<file path="src/led_fault_powersave_ctrl_regs.vh">
// What this block does
// - open-lamp flag set when pin below threshold
// - threshold chosen by field in control word one
// - flag sampled only in channel on phase
// - flag forced zero for channels turned off
// - suppress enable is word one bit four
// - suppressed open channel latched off until reset
// - power save enable is word two bit five
// - all-zero next frame enters power save at once
// - any nonzero grayscale word leaves power save
// - power save disables outputs and open detection
// - pre-charge pull-up during common line switching
// - over-temperature turns every output off
// - reference short turns every output off
// - three nine-bit color scales reset to 100h
// - global gain code resets to 4h
// - global gain change acts immediately
`ifndef LED_FAULT_POWERSAVE_CTRL_REGS_VH
`define LED_FAULT_POWERSAVE_CTRL_REGS_VH

// sizes
`define NCH          48
`define GS_W         16
`define ADDR_W       5
`define THR_W        2

// register byte offsets
`define OFF_FC1_LO   5'h00
`define OFF_FC1_HI   5'h04
`define OFF_FC2      5'h08
`define OFF_FLAG_LO  5'h0c
`define OFF_FLAG_HI  5'h10
`define OFF_LOCK_LO  5'h14
`define OFF_LOCK_HI  5'h18
`define OFF_STATUS   5'h1c

// reset values and writable bits
`define FC1LO_RST    32'h00000080
`define FC1LO_WMASK  32'h000000f3
`define FC1HI_RST    32'h04020100
`define FC1HI_WMASK  32'h07ffffff
`define FC2_RST      32'h00000000
`define FC2_WMASK    32'h00000020

// field positions in word one, low half
`define THR_LSB      0
`define THR_MSB      1
`define SUPPRESS_BIT 4
`define GAIN_LSB     5
`define GAIN_MSB     7
// field positions in word one, high half
`define RED_LSB      0
`define RED_MSB      8
`define GRN_LSB      9
`define GRN_MSB      17
`define BLU_LSB      18
`define BLU_MSB      26
// field position in word two
`define PSAVE_BIT    5
// status word bits
`define ST_SAVE_BIT  0
`define ST_OT_BIT    1
`define ST_RS_BIT    2
`define ST_SHUT_BIT  3

`endif

</file>
<file path="src/sync_agree.v">
module sync_agree #(
  parameter WIDTH = 1
) (
  // clock and reset
  input  wire             clock_i,
  input  wire             nrst_i,
  // asynchronous level in, clean level out
  input  wire [WIDTH-1:0] async_i,
  output reg  [WIDTH-1:0] sync_o
);

  reg [WIDTH-1:0] stage1; // metastability catcher, read by stage2 only
  reg [WIDTH-1:0] stage2; // second stage
  reg [WIDTH-1:0] stage3; // third stage, agreement check

  // three stage flops and an output flop; a bit moves only when stages two and three agree
  always @(posedge clock_i or negedge nrst_i) begin
    if (!nrst_i) begin
      stage1 <= {WIDTH{1'b0}};
      stage2 <= {WIDTH{1'b0}};
      stage3 <= {WIDTH{1'b0}};
      sync_o <= {WIDTH{1'b0}};
    end else begin
      stage1 <= async_i;
      stage2 <= stage1;
      stage3 <= stage2;
      // filters single-cycle glitches at the cost of one cycle
      sync_o <= (stage3 & ~(stage2 ^ stage3)) | (sync_o & (stage2 ^ stage3));
    end
  end

endmodule

</file>
<file path="src/open_lamp_channel.v">
module open_lamp_channel (
  // clock and reset
  input  wire clock_i,
  input  wire nrst_i,
  // channel inputs
  input  wire below_i,
  input  wire on_i,
  input  wire detect_active_i,
  input  wire suppress_en_i,
  input  wire shutdown_i,
  // channel outputs
  output reg  flag_o,
  output reg  locked_o,
  output reg  drive_o
);

  // flag, suppression latch and output drive of one sink
  always @(posedge clock_i or negedge nrst_i) begin
    if (!nrst_i) begin
      flag_o   <= 1'b0;
      locked_o <= 1'b0;
      drive_o  <= 1'b0;
    end else begin
      // off channel reads zero; off-phase samples are dropped
      flag_o   <= on_i & detect_active_i & below_i;
      // latch never clears; only reset frees the channel
      locked_o <= locked_o | (suppress_en_i & flag_o);
      // any global fault or power save kills the drive
      drive_o  <= on_i & detect_active_i & ~shutdown_i & ~locked_o;
    end
  end

endmodule

</file>
<file path="src/led_fault_powersave_ctrl.v">
// Local design decisions: the register offsets and the Avalon-MM slave port.
`include "led_fault_powersave_ctrl_regs.vh"

module led_fault_powersave_ctrl (
  // clock and reset
  input  wire                 clock_i,
  input  wire                 nrst_i,
  // avalon-mm slave
  input  wire [`ADDR_W-1:0]   address_i,
  input  wire                 read_i,
  input  wire                 write_i,
  input  wire [3:0]           byteenable_i,
  input  wire [31:0]          writedata_i,
  output wire [31:0]          readdata_o,
  output wire                 waitrequest_o,
  // analog indications, asynchronous
  input  wire                 over_temp_shutdown_i,
  input  wire                 ref_short_guard_i,
  input  wire [`NCH-1:0]      below_threshold_i,
  // pwm and scan timing, same clock
  input  wire [`NCH-1:0]      channel_on_i,
  input  wire                 common_switch_i,
  // grayscale stream for the next frame, same clock
  input  wire                 gs_frame_start_i,
  input  wire                 gs_word_valid_i,
  input  wire [`GS_W-1:0]     grayscale_value_i,
  input  wire                 gs_frame_end_i,
  // analog controls
  output wire [`NCH-1:0]      sink_output_o,
  output reg                  precharge_o,
  output reg                  analog_enable_o,
  output wire [`THR_W-1:0]    open_detect_threshold_sel_o,
  output wire [2:0]           global_gain_code_o,
  output wire [8:0]           red_group_scale_o,
  output wire [8:0]           green_group_scale_o,
  output wire [8:0]           blue_group_scale_o,
  // state view
  output wire [`NCH-1:0]      open_lamp_flag_o,
  output wire                 power_save_state_o
);

  // power-save states
  // one bit is enough: the block is either lit or saving
  localparam ST_NORMAL = 1'b0;
  localparam ST_SAVE   = 1'b1;

  // everything below runs on the one device clock
  // registers
  reg  [31:0]     fc1_lo;          // threshold, suppress enable, gain
  reg  [31:0]     fc1_hi;          // three color scale fields
  reg  [31:0]     fc2;             // power save enable
  reg             ack;             // one wait state per access
  reg  [31:0]     rdata;           // registered read data
  reg  [31:0]     next_rdata;      // read mux
  reg             state;           // power-save state
  reg             next_state;      // next power-save state
  reg             nonzero_seen;    // nonzero word seen this frame
  reg             next_nonzero;    // next value of it
  wire            ot_sync;         // clean over-temperature level
  wire            rs_sync;         // clean reference-short level
  wire [`NCH-1:0] below_sync;      // clean comparator levels
  wire [`NCH-1:0] locked;          // suppressed channels
  wire [31:0]     bmask;           // byte-lane write mask
  wire            wr_take;         // write takes effect this edge
  wire            shutdown;        // global output kill
  wire            detect_active;   // analog path alive
  wire            suppress_en;     // open-lamp suppression
  wire            power_save_en;   // power-save operation
  wire            gs_nonzero;      // incoming word is nonzero
  reg  [`NCH-1:0] on_d1;           // channel on, one edge back
  reg  [`NCH-1:0] on_d2;           // two edges back
  reg  [`NCH-1:0] on_d3;           // three edges back
  reg  [`NCH-1:0] on_d4;           // four edges back
  wire [`NCH-1:0] on_settled;      // lit through the comparator lag
  wire [`NCH-1:0] below_valid;     // comparator reading taken while lit

  // field views of the control words
  // the analog side reads these fields directly; nothing here
  // double-buffers them, so a write shows on the following edge
  assign open_detect_threshold_sel_o = fc1_lo[`THR_MSB:`THR_LSB];
  assign suppress_en        = fc1_lo[`SUPPRESS_BIT];
  // gain goes straight to the current dac, no frame wait
  assign global_gain_code_o  = fc1_lo[`GAIN_MSB:`GAIN_LSB];
  // colour scales act at once as well, like the gain
  assign red_group_scale_o   = fc1_hi[`RED_MSB:`RED_LSB];
  assign green_group_scale_o = fc1_hi[`GRN_MSB:`GRN_LSB];
  assign blue_group_scale_o  = fc1_hi[`BLU_MSB:`BLU_LSB];
  assign power_save_en      = fc2[`PSAVE_BIT];
  assign power_save_state_o = state;

  // bus handshake
  // exactly one wait state: waitrequest is low in the cycle after
  // a request is first seen, and a write lands at that edge
  assign waitrequest_o = ~ack;
  assign readdata_o    = rdata;
  assign wr_take       = write_i & ack;
  // write lanes follow byteenable; reads ignore it
  assign bmask = {{8{byteenable_i[3]}}, {8{byteenable_i[2]}},
                  {8{byteenable_i[1]}}, {8{byteenable_i[0]}}};

  // global kill and analog gating
  // either fault alone drops every sink; hysteresis is analog
  assign shutdown      = ot_sync | rs_sync;
  assign detect_active = (state == ST_NORMAL);
  // a word without its qualifier is never looked at
  assign gs_nonzero    = gs_word_valid_i & (grayscale_value_i != {`GS_W{1'b0}});

  // fault indications carry their own analog hysteresis
  // both faults share one synchroniser so their lag is equal
  sync_agree #(
    .WIDTH (2)
  ) u_fault_sync (
    .clock_i (clock_i),
    .nrst_i  (nrst_i),
    .async_i ({over_temp_shutdown_i, ref_short_guard_i}),
    .sync_o  ({ot_sync, rs_sync})
  );

  // comparators change with the pwm edges, so filter them too
  // wide, but cheap next to the analog sinks it guards
  sync_agree #(
    .WIDTH (`NCH)
  ) u_cmp_sync (
    .clock_i (clock_i),
    .nrst_i  (nrst_i),
    .async_i (below_threshold_i),
    .sync_o  (below_sync)
  );

  // channel on history, one stage per edge of comparator lag
  always @(posedge clock_i or negedge nrst_i) begin
    if (!nrst_i) begin
      // nothing counts as lit straight out of reset
      on_d1 <= {`NCH{1'b0}};
      on_d2 <= {`NCH{1'b0}};
      on_d3 <= {`NCH{1'b0}};
      on_d4 <= {`NCH{1'b0}};
    end else begin
      // same-clock level, so no synchroniser in front
      on_d1 <= channel_on_i;
      on_d2 <= on_d1;
      on_d3 <= on_d2;
      on_d4 <= on_d3;
    end
  end

  // the synchronised reading lags four edges, so the first edges of an
  // on phase still show what the pin did while it was off
  assign on_settled  = channel_on_i & on_d1 & on_d2 & on_d3 & on_d4;
  // off-phase readings are dropped before they reach a flag
  assign below_valid = below_sync & on_settled;

  // one flag, latch and drive cell per sink
  // the drive is itself a flop, so no glitch reaches a pin
  genvar ch;
  generate
    for (ch = 0; ch < `NCH; ch = ch + 1) begin : g_ch
      // cell index matches the bit index of every vector
      open_lamp_channel u_ch (
        .clock_i         (clock_i),
        .nrst_i          (nrst_i),
        .below_i         (below_valid[ch]),
        .on_i            (channel_on_i[ch]),
        .detect_active_i (detect_active),
        .suppress_en_i   (suppress_en),
        .shutdown_i      (shutdown),
        .flag_o          (open_lamp_flag_o[ch]),
        .locked_o        (locked[ch]),
        .drive_o         (sink_output_o[ch])
      );
    end
  endgenerate

  // bus acknowledge: request seen, answer one edge later
  // read and write are never high together, so one flag serves both
  always @(posedge clock_i or negedge nrst_i) begin
    if (!nrst_i) begin
      // idle: waitrequest stands high
      ack <= 1'b0;
    end else begin
      // drops after each answer so a held request is not doubled
      ack <= (read_i | write_i) & ~ack;
    end
  end

  // read mux; unmapped offsets read zero
  // unaligned addresses fall to the default and read zero
  always @* begin
    next_rdata = 32'h00000000;
    case (address_i)
      `OFF_FC1_LO:  next_rdata = fc1_lo;
      `OFF_FC1_HI:  next_rdata = fc1_hi;
      `OFF_FC2:     next_rdata = fc2;
      `OFF_FLAG_LO: next_rdata = open_lamp_flag_o[31:0];
      `OFF_FLAG_HI: next_rdata = {16'h0000, open_lamp_flag_o[`NCH-1:32]};
      // latch words show which sinks suppression has taken
      `OFF_LOCK_LO: next_rdata = locked[31:0];
      `OFF_LOCK_HI: next_rdata = {16'h0000, locked[`NCH-1:32]};
      `OFF_STATUS: begin
        // bits not listed stay zero from the default above
        // fault bits read back their synchronised levels
        next_rdata[`ST_SAVE_BIT] = state;
        next_rdata[`ST_OT_BIT]   = ot_sync;
        next_rdata[`ST_RS_BIT]   = rs_sync;
        next_rdata[`ST_SHUT_BIT] = shutdown;
      end
      default: next_rdata = 32'h00000000;
    endcase
  end

  // read data is loaded while waitrequest is still high
  // and then held, so readdata stays put until the next read
  always @(posedge clock_i or negedge nrst_i) begin
    if (!nrst_i) begin
      rdata <= 32'h00000000;
    end else if (read_i & ~ack) begin
      rdata <= next_rdata;
    end
  end

  // control words; unwritable bits stay zero
  // byte lanes merge with the old contents
  always @(posedge clock_i or negedge nrst_i) begin
    if (!nrst_i) begin
      fc1_lo <= `FC1LO_RST;
      fc1_hi <= `FC1HI_RST;
      fc2    <= `FC2_RST;
    end else if (wr_take) begin
      case (address_i)
        `OFF_FC1_LO: begin
          // threshold, suppress enable and gain
          fc1_lo <= (fc1_lo & ~bmask) | (writedata_i & bmask & `FC1LO_WMASK);
        end
        `OFF_FC1_HI: begin
          // red, green and blue scales
          fc1_hi <= (fc1_hi & ~bmask) | (writedata_i & bmask & `FC1HI_WMASK);
        end
        `OFF_FC2: begin
          // power-save enable only
          fc2 <= (fc2 & ~bmask) | (writedata_i & bmask & `FC2_WMASK);
        end
        default: begin
          // read-only or unmapped: ignored
        end
      endcase
    end
  end

  // power-save next state and frame content tracking
  // a frame that ends with no lit word puts the block to sleep;
  // the first lit word after that wakes it again
  always @* begin
    next_state   = state;
    next_nonzero = nonzero_seen;
    if (gs_frame_start_i) begin
      // a new frame starts clean
      next_nonzero = 1'b0;
    end
    if (gs_nonzero) begin
      // a lit word in the start cycle still counts
      next_nonzero = 1'b1;
    end
    // entries and exits are decided on the edge of the word itself
    case (state)
      ST_NORMAL: begin
        // stays lit while power save is disabled
        // the word in the end cycle counts toward the frame
        if (power_save_en & gs_frame_end_i & ~next_nonzero) begin
          next_state = ST_SAVE;
        end
      end
      ST_SAVE: begin
        // leave at the first nonzero word, or when disabled
        // clearing the enable is the software way out
        if (gs_nonzero | ~power_save_en) begin
          next_state = ST_NORMAL;
        end
      end
      default: next_state = ST_NORMAL;
    endcase
  end

  // power-save state, frame tracker and analog enables
  // analog enable is registered from the next state so that it
  // drops on the same edge as the state bit
  always @(posedge clock_i or negedge nrst_i) begin
    if (!nrst_i) begin
      // wake up lit, not saving
      state           <= ST_NORMAL;
      nonzero_seen    <= 1'b0;
      analog_enable_o <= 1'b1;
      precharge_o     <= 1'b0;
    end else begin
      // frame tracker runs in both states
      state           <= next_state;
      nonzero_seen    <= next_nonzero;
      // current sinks and detectors off while saving
      analog_enable_o <= (next_state == ST_NORMAL);
      // pull outputs up while the common line changes over
      // not gated by power save: the pull-up costs little
      precharge_o     <= common_switch_i;
    end
  end

endmodule

</file>
<file path="config.mk">
export PLATFORM = sky130hd
export DESIGN_NAME = led_fault_powersave_ctrl
export DESIGN_NICKNAME = d
export VERILOG_FILES = /design/src/sync_agree.v /design/src/open_lamp_channel.v /design/src/led_fault_powersave_ctrl.v
export VERILOG_INCLUDE_DIRS = /design/src
export SDC_FILE = /design/constraint.sdc
export NUM_CORES = 1
export LEC_CHECK = 0
export ABC_AREA = 1
export BUFFER_PORTS_ARGS = -buffer_cell sky130_fd_sc_hd__buf_2
export CORE_UTILIZATION = 35
export CTS_CLUSTER_DIAMETER = 100
export CTS_CLUSTER_SIZE = 24
export DETAILED_ROUTE_END_ITERATION = 8
export MAX_ROUTING_LAYER = met4
export PLACE_DENSITY = 0.52
export SYNTH_ARGS = -nofsm -noshare
export SYNTH_HDL_FRONTEND = slang
export SYNTH_SLANG_ARGS = --single-unit
</file>
<file path="constraint.sdc">
create_clock -name clock_i -period 1.41 [get_ports clock_i]
set_input_delay 0.423 -clock clock_i [delete_from_list [all_inputs] [get_ports clock_i]]
set_output_delay 0.423 -clock clock_i [all_outputs]
set_load 0.05 [all_outputs]
</file>
==> results of run 1 <==
[metrics by stage]
| stage | total power [mW] | setup TNS [ns] | instances |
|---|---|---|---|
| after global placement | 25.1 | -36.82 | 3034 |
| after detailed placement | 25.2 | -38.29 | 3034 |
| after global routing | 38.8 | -35.92 | 3308 |
| after CTS | 37.3 | -33.16 | 3270 |
| after floorplan | 23.5 | -0.00643 | 1938 |
| final | 37.1 | -27.00 | 3308 |
[area by class of cell]
class / instances / area, µm²
fill: 5900 / 35200
sequential: 669 / 16800
timing repair buffer: 653 / 6050
multi-input combinational: 958 / 5150
tap: 864 / 1080
clock buffer: 52 / 961
inverter: 104 / 413
clock inverter: 7 / 108
antenna: 1 / 2.50
[power groups by stage]
stage	registers (mW)	clock network [mW]	logic, mW
2_1_floorplan	21.4	0	2.01
5_1_grt	21.3	12.5	5.00
6_report	21.1	11.4	4.62
3_3_place_gp	21.4	0	3.63
4_1_cts	21.1	11.8	4.41
3_5_place_dp	21.5	0	3.69
[timing repair]
action                     CTS  global route
resized for setup          360            69
setup buffers               77            31
cloned                       0             6
hold endpoints to repair   309             0
setup endpoints to repair  249           266
pin swaps                    0            19
hold buffers               100             0
[how the worst max path moves through the flow]
stage / to / slack [ns] / depth (start not counted)
after floorplan: flip-flop / -0.003 / 7
after global placement: readdata_o[18] / -0.53 / 8
after detailed placement: readdata_o[18] / -0.48 / 8
after CTS: analog_enable_o / -0.36 / 1
after global routing: analog_enable_o / -0.38 / 1
final: analog_enable_o / -0.31 / 1
[cells in the final DEF (no fill, tap or decap), types with 2 or more instances in the layout]
cell type / instances
a21o_1: 42
a21oi_1: 8
buf_12: 41
buf_2: 156
buf_4: 180
buf_6: 162
buf_8: 8
clkbuf_1: 16
clkbuf_16: 42
clkinv_4: 2
clkinv_8: 2
dfrtp_1: 644
dfrtp_2: 20
dfstp_2: 5
dlygate4sd3_1: 100
inv_1: 97
inv_12: 2
inv_2: 2
inv_4: 2
maj3_1: 50
nand2_1: 321
nand2_2: 9
nand2_4: 3
nand3_1: 81
nand3_2: 2
nand4_1: 161
nor2_1: 127
nor2_2: 3
nor2_4: 12
nor3_1: 55
nor3_2: 41
o21ai_0: 26
o21ai_1: 8
o21bai_1: 6
[cell families after synthesis]
logic type | after synthesis | share of synthesized area
DFF | 669 | 0.719
and+or+nand+nor | 817 | 0.163
adders and majority gates | 50 | 0.0215
AOI/OAI and AO/OA | 91 | 0.0248
buffers and inverters | 311 | 0.0719
[routing by layer]
metal	global-route usage	wire length [µm]	vias to the layer above
li1	-	-	7221
met1	0.261	28700	7835
met2	0.291	30100	376
met3	0.0283	3080	65
met4	0.0441	1140	0
met5	-	0	-
==> impl_metrics.json, run 1 <==
{
  "dpl.hpwl_um": 43200,
  "clkSinkCount": 669,
  "cts_tree": "done",
  "crit_path_max_fanout": 1,
  "synth_flop_cell": "dfrtp_1",
  "yosysSeqAreaShare": 0.719,
  "syn_area_per_cell_um2": 12.0,
  "die_y_um": 260,
  "dr_total_vias": 15500,
  "peakVddDrop_uv": 963,
  "worstPathCellList": "buf_8",
  "clk_pin_slew_worst_paths_ns": 0.09,
  "syn_inst": 1938,
  "start_util": 0.354,
  "ant_nets": 0,
  "layout.nets": 2584,
  "core_area_um2": 65700,
  "grt.total_usage": 0.188,
  "min_period_ns": 1.72,
  "synth.yosys.warnings": 0,
  "fin_skew_ns": 0.0278,
  "whs_path_depth": 3,
  "setup_slack_ns": -0.314,
  "path_delay_family": "flip-flops",
  "cp-end-kind": "primary output",
  "synthTopCellsByCount": "dfrtp_1, nand2_1, nand4_1",
  "placedInstanceArea_um2": 26100,
  "route.detailed.drc": 0,
  "synthArstFlopShare": 1.00,
  "design_area_um2": 30500,
  "ys_types": 27,
  "drv_slew": 0,
  "grt_pass1_wl_um": 93800,
  "timing.final.crit_share": 1.22,
  "antenna_found_initial": 4,
  "switching_share": 0.264,
  "relSlewSlack": 0.573,
  "setup_viol": 164,
  "switchingPower_mw": 9.79,
  "dieWidth_um": 260,
  "violations": "negative setup slack",
  "syn_to_final_growth_pct": 31.1,
  "globalplace.congestion": 0.834,
  "worstPathRequired_ns": 0.99,
  "r2r_end": "g_ch[40].u_ch.drive_o",
  "synth_area_um2": 23300,
  "die-area_um2": 67600,
  "fin_util": 0.464,
  "rows": 94,
  "wl_um": 63000,
  "path_class": "flip-flop to primary output",
  "synth_area_leaders": "dfrtp_1, nand2_1, nand4_1",
  "cp_slowest_cell": "dfstp_2",
  "fmax_mhz": 580,
  "cts_made_buffers": 35,
  "drive_gt1_frac": 0.286,
  "post-synth-top-count-cell": "dfrtp_1",
  "status": "finished with violations",
  "p_leak_nw": 15.3,
  "drtIter0Drc": 1226,
  "cts-htree-levels": 2,
  "clkPwrFrac": 0.306,
  "powerDensity_nw_per_um2": 1220,
  "maxCapViolations": 0,
  "synth_seq_cells": 669,
  "grt_pass1_vias": 15800,
  "reg2reg_slack_ns": 0.02,
  "path_buf_inv": 1,
  "slowest_delay_ns": 0.57,
  "avgRoutedWirePerCell_um": 19.0,
  "regToRegStartpoint": "power_save_state_o",
  "grt_max_degree": 74,
  "ios": 327,
  "worstSkewPairLatency_ns": 0.59,
  "startpoint_type": "flip-flop",
  "synth_top_area_share": 0.713,
  "clk_path_buf_depth": 3,
  "hold_path.class": "input port to flip-flop",
  "synth_top_area_cell": "dfrtp_1",
  "syn-num-nets": 2101,
  "grt.overflow.total": 0,
  "rsz0062_at_grt": "true",
  "arrival_ns": 1.30,
  "crit_start": "analog_enable_o",
  "synth-edff-count": 0,
  "combPwrFrac": 0.124,
  "root_buffer": "clkbuf_16",
  "seq_power_share": 0.569,
  "hold_ws_ns": 0.0475,
  "vias_per_cell": 4.68,
  "drtPass1Iterations": 7,
  "min_from": "writedata_i[26]",
  "portBuffers": 321,
  "worst_slew_pin_slew_ns": 0.640,
  "internal_power_mw": 27.3,
  "reg2regPathDepth": 7,
  "hold_violations": 0,
  "pre_cts_slack_ns": -0.483
}
Power figures use the tool's default switching activity.
==> run 2, diff against run 1 <==
SYNTH_HIERARCHICAL = 1   (was unset)
==> run 2 against run 1 <==
Effect of this change:
- the flow still finishes with violations (negative setup slack)
- sequential share of layout area shrank 1.1 points
- worst hold slack lost 0.0027 ns
- largest power group unchanged
- total power about the same
==> impl_metrics.json, run 2 <==
{
  "synth_flop_cell": "dfrtp_1",
  "regToRegStartpoint": "power_save_state_o",
  "vias_per_cell": 4.53,
  "reg2regPathDepth": 5,
  "maxCapViolations": 0,
  "grt_pass1_wl_um": 98900,
  "clkPwrFrac": 0.305,
  "cts_made_buffers": 35,
  "synth_adder_area_share": 0,
  "status": "finished with violations",
  "rows": 95,
  "antenna_found_initial": 3,
  "p_leak_nw": 16.0,
  "synth_top_area_share": 0.699,
  "final_common_cell": "dfrtp_1",
  "path_class": "flip-flop to primary output",
  "syn-num-nets": 2428,
  "synth_top_family_by_area": "simple AND/OR/NAND/NOR gates",
  "crit_start": "ack",
  "reg2reg_slack_ns": 0.07,
  "min_period_ns": 1.74,
  "grt_pass1_vias": 17400,
  "drtIter0Drc": 1108,
  "rsz0062_at_grt": "true",
  "place_inst": 3477,
  "timing.final.crit_share": 1.23,
  "start_util": 0.354,
  "worst_slew_pin_slew_ns": 0.434,
  "route.detailed.drc": 0,
  "dieWidth_um": 263,
  "yosysSeqAreaShare": 0.705,
  "yosys.area_share.simple": 0.207,
  "fin_cells": 3737,
  "grt.total_usage": 0.189,
  "clk_path_buf_depth": 3,
  "drtPass1Iterations": 7,
  "layout.nets": 2998,
  "synth-xor-area-share": 0,
  "synth-edff-count": 0,
  "clkSinkCount": 669,
  "hold_violations": 0,
  "cts_tree": "done",
  "switching_share": 0.267,
  "post-synth-top-count-cell": "dfrtp_1",
  "violations": "negative setup slack",
  "drive_gt1_frac": 0.251,
  "internal_power_mw": 27.2,
  "die_y_um": 263,
  "grt.overflow.total": 0,
  "cts-htree-levels": 2,
  "grt_max_degree": 74,
  "whs_path_depth": 3,
  "seq_power_share": 0.568,
  "synth_seq_cells": 669,
  "worstSkewPairLatency_ns": 0.58,
  "drv_slew": 0,
  "syn_inst": 2265,
  "fin_skew_ns": 0.0275,
  "syn_to_final_growth_pct": 31.0,
  "min_from": "writedata_i[25]",
  "arrival_ns": 1.32,
  "peakVddDrop_uv": 957,
  "synthTopCellsByCount": "dfrtp_1, nand2_1, nor2_1",
  "ys_types": 21,
  "combPwrFrac": 0.127,
  "relSlewSlack": 0.711,
  "wl_um": 62300,
  "powerDensity_nw_per_um2": 1190,
  "cp-end-kind": "primary output",
  "ant_nets": 0,
  "crit_path_max_fanout": 2,
  "setup_viol": 164,
  "core_area_um2": 67200,
  "dr_total_vias": 16900,
  "die-area_um2": 69000,
  "globalplace.congestion": 0.841,
  "syn_area_per_cell_um2": 10.5,
  "setup_slack_ns": -0.331,
  "hold_path.class": "input port to flip-flop",
  "synthArstFlopShare": 1.00,
  "clk_pin_slew_worst_paths_ns": 0.10,
  "root_buffer": "clkbuf_16",
  "ios": 327,
  "avgRoutedWirePerCell_um": 16.7,
  "fmax_mhz": 574,
  "synth_top_area_cell": "dfrtp_1",
  "worstPathRequired_ns": 0.99,
  "synth.yosys.warnings": 6,
  "startpoint_type": "flip-flop",
  "synth_area_um2": 23800,
  "synth_compound_area_frac": 0.0198,
  "portBuffers": 321,
  "dpl.hpwl_um": 43500,
  "final.setup.tns_ns": -25.65,
  "synthMuxAreaShare": 0,
  "synth_area_leaders": "dfrtp_1, nand2_1, nand4_1",
  "layout_common_cells": "dfrtp_1, nand2_1, nor2_1",
  "r2r_end": "g_ch[18].u_ch/drive_o",
  "switchingPower_mw": 9.91
}
==> run 2: area by class of cell <==
cell class                 count  area [µm²]
antenna                        2        5.00
clock buffer                  53         953
clock inverter                11         118
fill                        6174       36000
inverter                     299        1130
multi-input combinational   1202        5420
sequential                   669       16800
tap                          873        1090
timing repair buffer         628        5660
==> run 2: routing by layer <==
metal	share of wire	GRT usage	up-vias
met3	0.046	0.0323	54
met2	0.48	0.304	357
li1	-	-	8202
met1	0.46	0.254	8303
met4	0.016	0.0388	0
met5	0	-	-
==> run 2: worst max path at each step <==
stage / slack (ns) / cells past startpoint / to
after global routing: -0.38 / 3 / waitrequest_o
final: -0.33 / 3 / waitrequest_o
after CTS: -0.37 / 3 / waitrequest_o
after global placement: -0.44 / 9 / readdata_o[30]
after floorplan: -0.11 / 3 / power_save_state_o
after detailed placement: -0.46 / 9 / readdata_o[24]
==> run 2: kinds of logic after synthesis <==
family / Yosys count
compound gates: 94
buf+inv: 394
flops: 669
simple gates: 1108
==> run 2: what timing repair did <==
item	4_1_cts	5_1_grt
endpoints found under the setup margin	164	189
gates resized for setup	353	3
hold buffers	100	0
buffers inserted	80	14
endpoints found under the hold margin	109	0
gates cloned	0	0
pin swaps	0	1
==> run 2: through the flow <==
step | utilization | hold slack [ns] | worst slack, ns | power [mW] | cell area, µm²
2_1_floorplan | - | 0.127 | -0.108 | 23.5 | 23800
3_3_place_gp | 0.406 | 0.333 | -0.440 | 25.3 | 27300
3_5_place_dp | 0.406 | 0.335 | -0.464 | 25.4 | 27300
4_1_cts | 0.462 | 0.0113 | -0.371 | 37.7 | 31000
5_1_grt | 0.464 | 0.0293 | -0.383 | 38.8 | 31100
6_report | 0.464 | 0.0448 | -0.331 | 37.1 | 31100
==> run 2: worst max-delay path: stages (launching register included) <==
cell and delay (ns):
dfrtp_1 0.41, buf_6 0.13, inv_4 0.06, buf_8 0.14
==> run 2: power groups by stage <==
stage	clock network (mW)	logic (mW)	registers, mW
after detailed placement	0	4.03	21.4
after global placement	0	3.96	21.4
final	11.3	4.71	21.1
after floorplan	0	1.65	21.9
after global routing	12.4	5.15	21.2
after CTS	11.8	4.75	21.1
==> run 3, diff against run 2 <==
CORE_UTILIZATION = 30   (was 35)
PLACE_DENSITY = 0.46   (was 0.52)
==> run 3 against run 2 <==
Effect of this change:
- the flow still finishes with violations (negative setup slack)
- fmax is 1.7% higher
- clock skew is 0.011 ns lower
- cell area is 1.7% higher
- routed wire length is 6.3% higher
- core utilization is 5.8 points lower
- final cell count is 4.8% higher
- total power is 0.93% higher
- combinational power is 2% higher
- non-clock buffer count is 13 higher
- critical path depth is 2 lower
- first-iteration DRC count is 8.5% higher
- register-to-register slack worse by 0.07 ns
- critical path type unchanged
- critical endpoint is now red_group_scale_o[8]
==> impl_metrics.json, run 3 (synthesis gave the netlist of run 2 again) <==
{
  "crit_path_max_fanout": 2,
  "route.detailed.drc": 0,
  "drv_slew": 0,
  "startpoint_type": "flip-flop",
  "maxCapViolations": 0,
  "clk_path_buf_depth": 3,
  "worst_slew_pin_slew_ns": 0.524,
  "dr_total_vias": 17000,
  "ant_nets": 0,
  "grt.overflow.total": 0,
  "path_buf_inv": 1,
  "avgRoutedWirePerCell_um": 16.9,
  "cp-end-kind": "primary output",
  "grt_pass1_wl_um": 103000,
  "die-area_um2": 80400,
  "worstPathCellList": "buf_8",
  "vias_per_cell": 4.34,
  "syn_to_final_growth_pct": 33.3,
  "fin_skew_ns": 0.0165,
  "path_delay_family": "flip-flops",
  "die_y_um": 283,
  "dieWidth_um": 283,
  "start_util": 0.305,
  "hold_violations": 0,
  "powerDensity_nw_per_um2": 1180,
  "wl_um": 66200,
  "n_fill_cell": 7547,
  "dpl.hpwl_um": 46100,
  "slowest_delay_ns": 0.56,
  "status": "finished with violations",
  "arrival_ns": 1.29,
  "portBuffers": 321,
  "multiInputGateArea_um2": 5510,
  "clk_pin_slew_worst_paths_ns": 0.09,
  "rows": 102,
  "violations": "negative setup slack",
  "grt_pass1_vias": 17500,
  "layout.nets": 3011,
  "drive_gt1_frac": 0.263,
  "peakVddDrop_uv": 987,
  "layout_common_cells": "dfrtp_1, nand2_1, nor2_1",
  "worstSkewPairLatency_ns": 0.58,
  "worstPathRequired_ns": 0.99,
  "drtPass1Iterations": 5,
  "cts-htree-levels": 2,
  "relSlewSlack": 0.651,
  "cp_slowest_cell": "dfstp_2",
  "ff_latch_area_um2": 16800,
  "cts_made_buffers": 35,
  "fin_cells": 3917,
  "place_inst": 3649,
  "grt_max_degree": 65,
  "final_common_cell": "dfrtp_1",
  "ios": 327,
  "root_buffer": "clkbuf_16",
  "grt.total_usage": 0.170,
  "cts_tree": "done",
  "fmax_mhz": 584,
  "p_leak_nw": 16.1,
  "rsz0062_at_grt": "true",
  "setup_slack_ns": -0.301,
  "antenna_found_initial": 3,
  "core_area_um2": 78000,
  "drtIter0Drc": 1202,
  "hold_path.class": "input port to flip-flop",
  "timing.final.crit_share": 1.21,
  "setup_viol": 166,
  "globalplace.congestion": 0.831,
  "final.setup.tns_ns": -26.09,
  "clkSinkCount": 669,
  "min_period_ns": 1.71,
  "path_class": "flip-flop to primary output"
}
-- run 3: cell count changes in the layout (fill, tap and decap cells not counted), sizes merged --
cell	change
buf	+11
clkinvlp	-1
clkinv	-2
clkbuf	+3
inv	+2
-- run 3: stage by stage --
stage | power [mW] | util | hold slack, ns | instance area [µm²] | setup WS (ns)
6_report | 37.4 | 0.406 | 0.0467 | 31700 | -0.301
5_1_grt | 39.2 | 0.406 | 0.0115 | 31700 | -0.351
4_1_cts | 38.0 | 0.402 | 0.00193 | 31300 | -0.349
3_5_place_dp | 25.5 | 0.353 | 0.265 | 27500 | -0.474
3_3_place_gp | 25.4 | 0.353 | 0.272 | 27500 | -0.442
2_1_floorplan | 23.5 | - | 0.127 | 23800 | -0.108
-- run 3: layout make-up --
| cell class | count | share of cell area |
|---|---|---|
| clock inverters | 10 | 0.00344 |
| repair buffers | 641 | 0.185 |
| diodes | 2 | 0.000158 |
| clock buffers | 54 | 0.0309 |
| flip-flops and latches | 669 | 0.529 |
| multi-input cells | 1202 | 0.174 |
| inverters | 299 | 0.0357 |
| well taps | 1040 | 0.0411 |
-- run 3: worst paths after layout --
check                      slack, ns                     to             startpoint  cells past startpoint
max                            -0.30   red_group_scale_o[8]              flip-flop                      1
min                             0.05              flip-flop        writedata_i[26]                      3
max reg2reg                        0  g_ch[39].u_ch/drive_o     power_save_state_o                      7
min reg2reg                     0.35  u_cmp_sync/stage2[36]  u_cmp_sync/stage1[36]                      0
max in group asynchronous       0.39        analog_enable_o                 nrst_i                      4
min in group asynchronous       0.26              on_d1[14]                 nrst_i                      2
-- run 3: what timing repair did --
item | in CTS | in global routing
gates resized for setup | 355 | 38
cloned | 0 | 2
hold buffers | 100 | 0
endpoints found under the setup margin | 164 | 192
buffers inserted | 83 | 18
hold endpoints to repair | 286 | 0
-- run 3: power breakdown --
part / internal (mW) / leakage (nW) / total [mW] / switching, mW
Combinational: 1.81 / 7.52 / 4.82 / 3.01
Sequential: 20.4 / 8.05 / 21.1 / 0.699
Clock: 5.14 / 0.530 / 11.5 / 6.40
-- run 3: metal layers --
| layer | track usage | routed length (µm) | vias to the layer above |
|---|---|---|---|
| met2 | 0.272 | 31400 | 349 |
| li1 | - | - | 8242 |
| met4 | 0.0422 | 1420 | 0 |
| met1 | 0.226 | 30100 | 8346 |
| met5 | - | 0 | - |
| met3 | 0.0257 | 3350 | 71 |
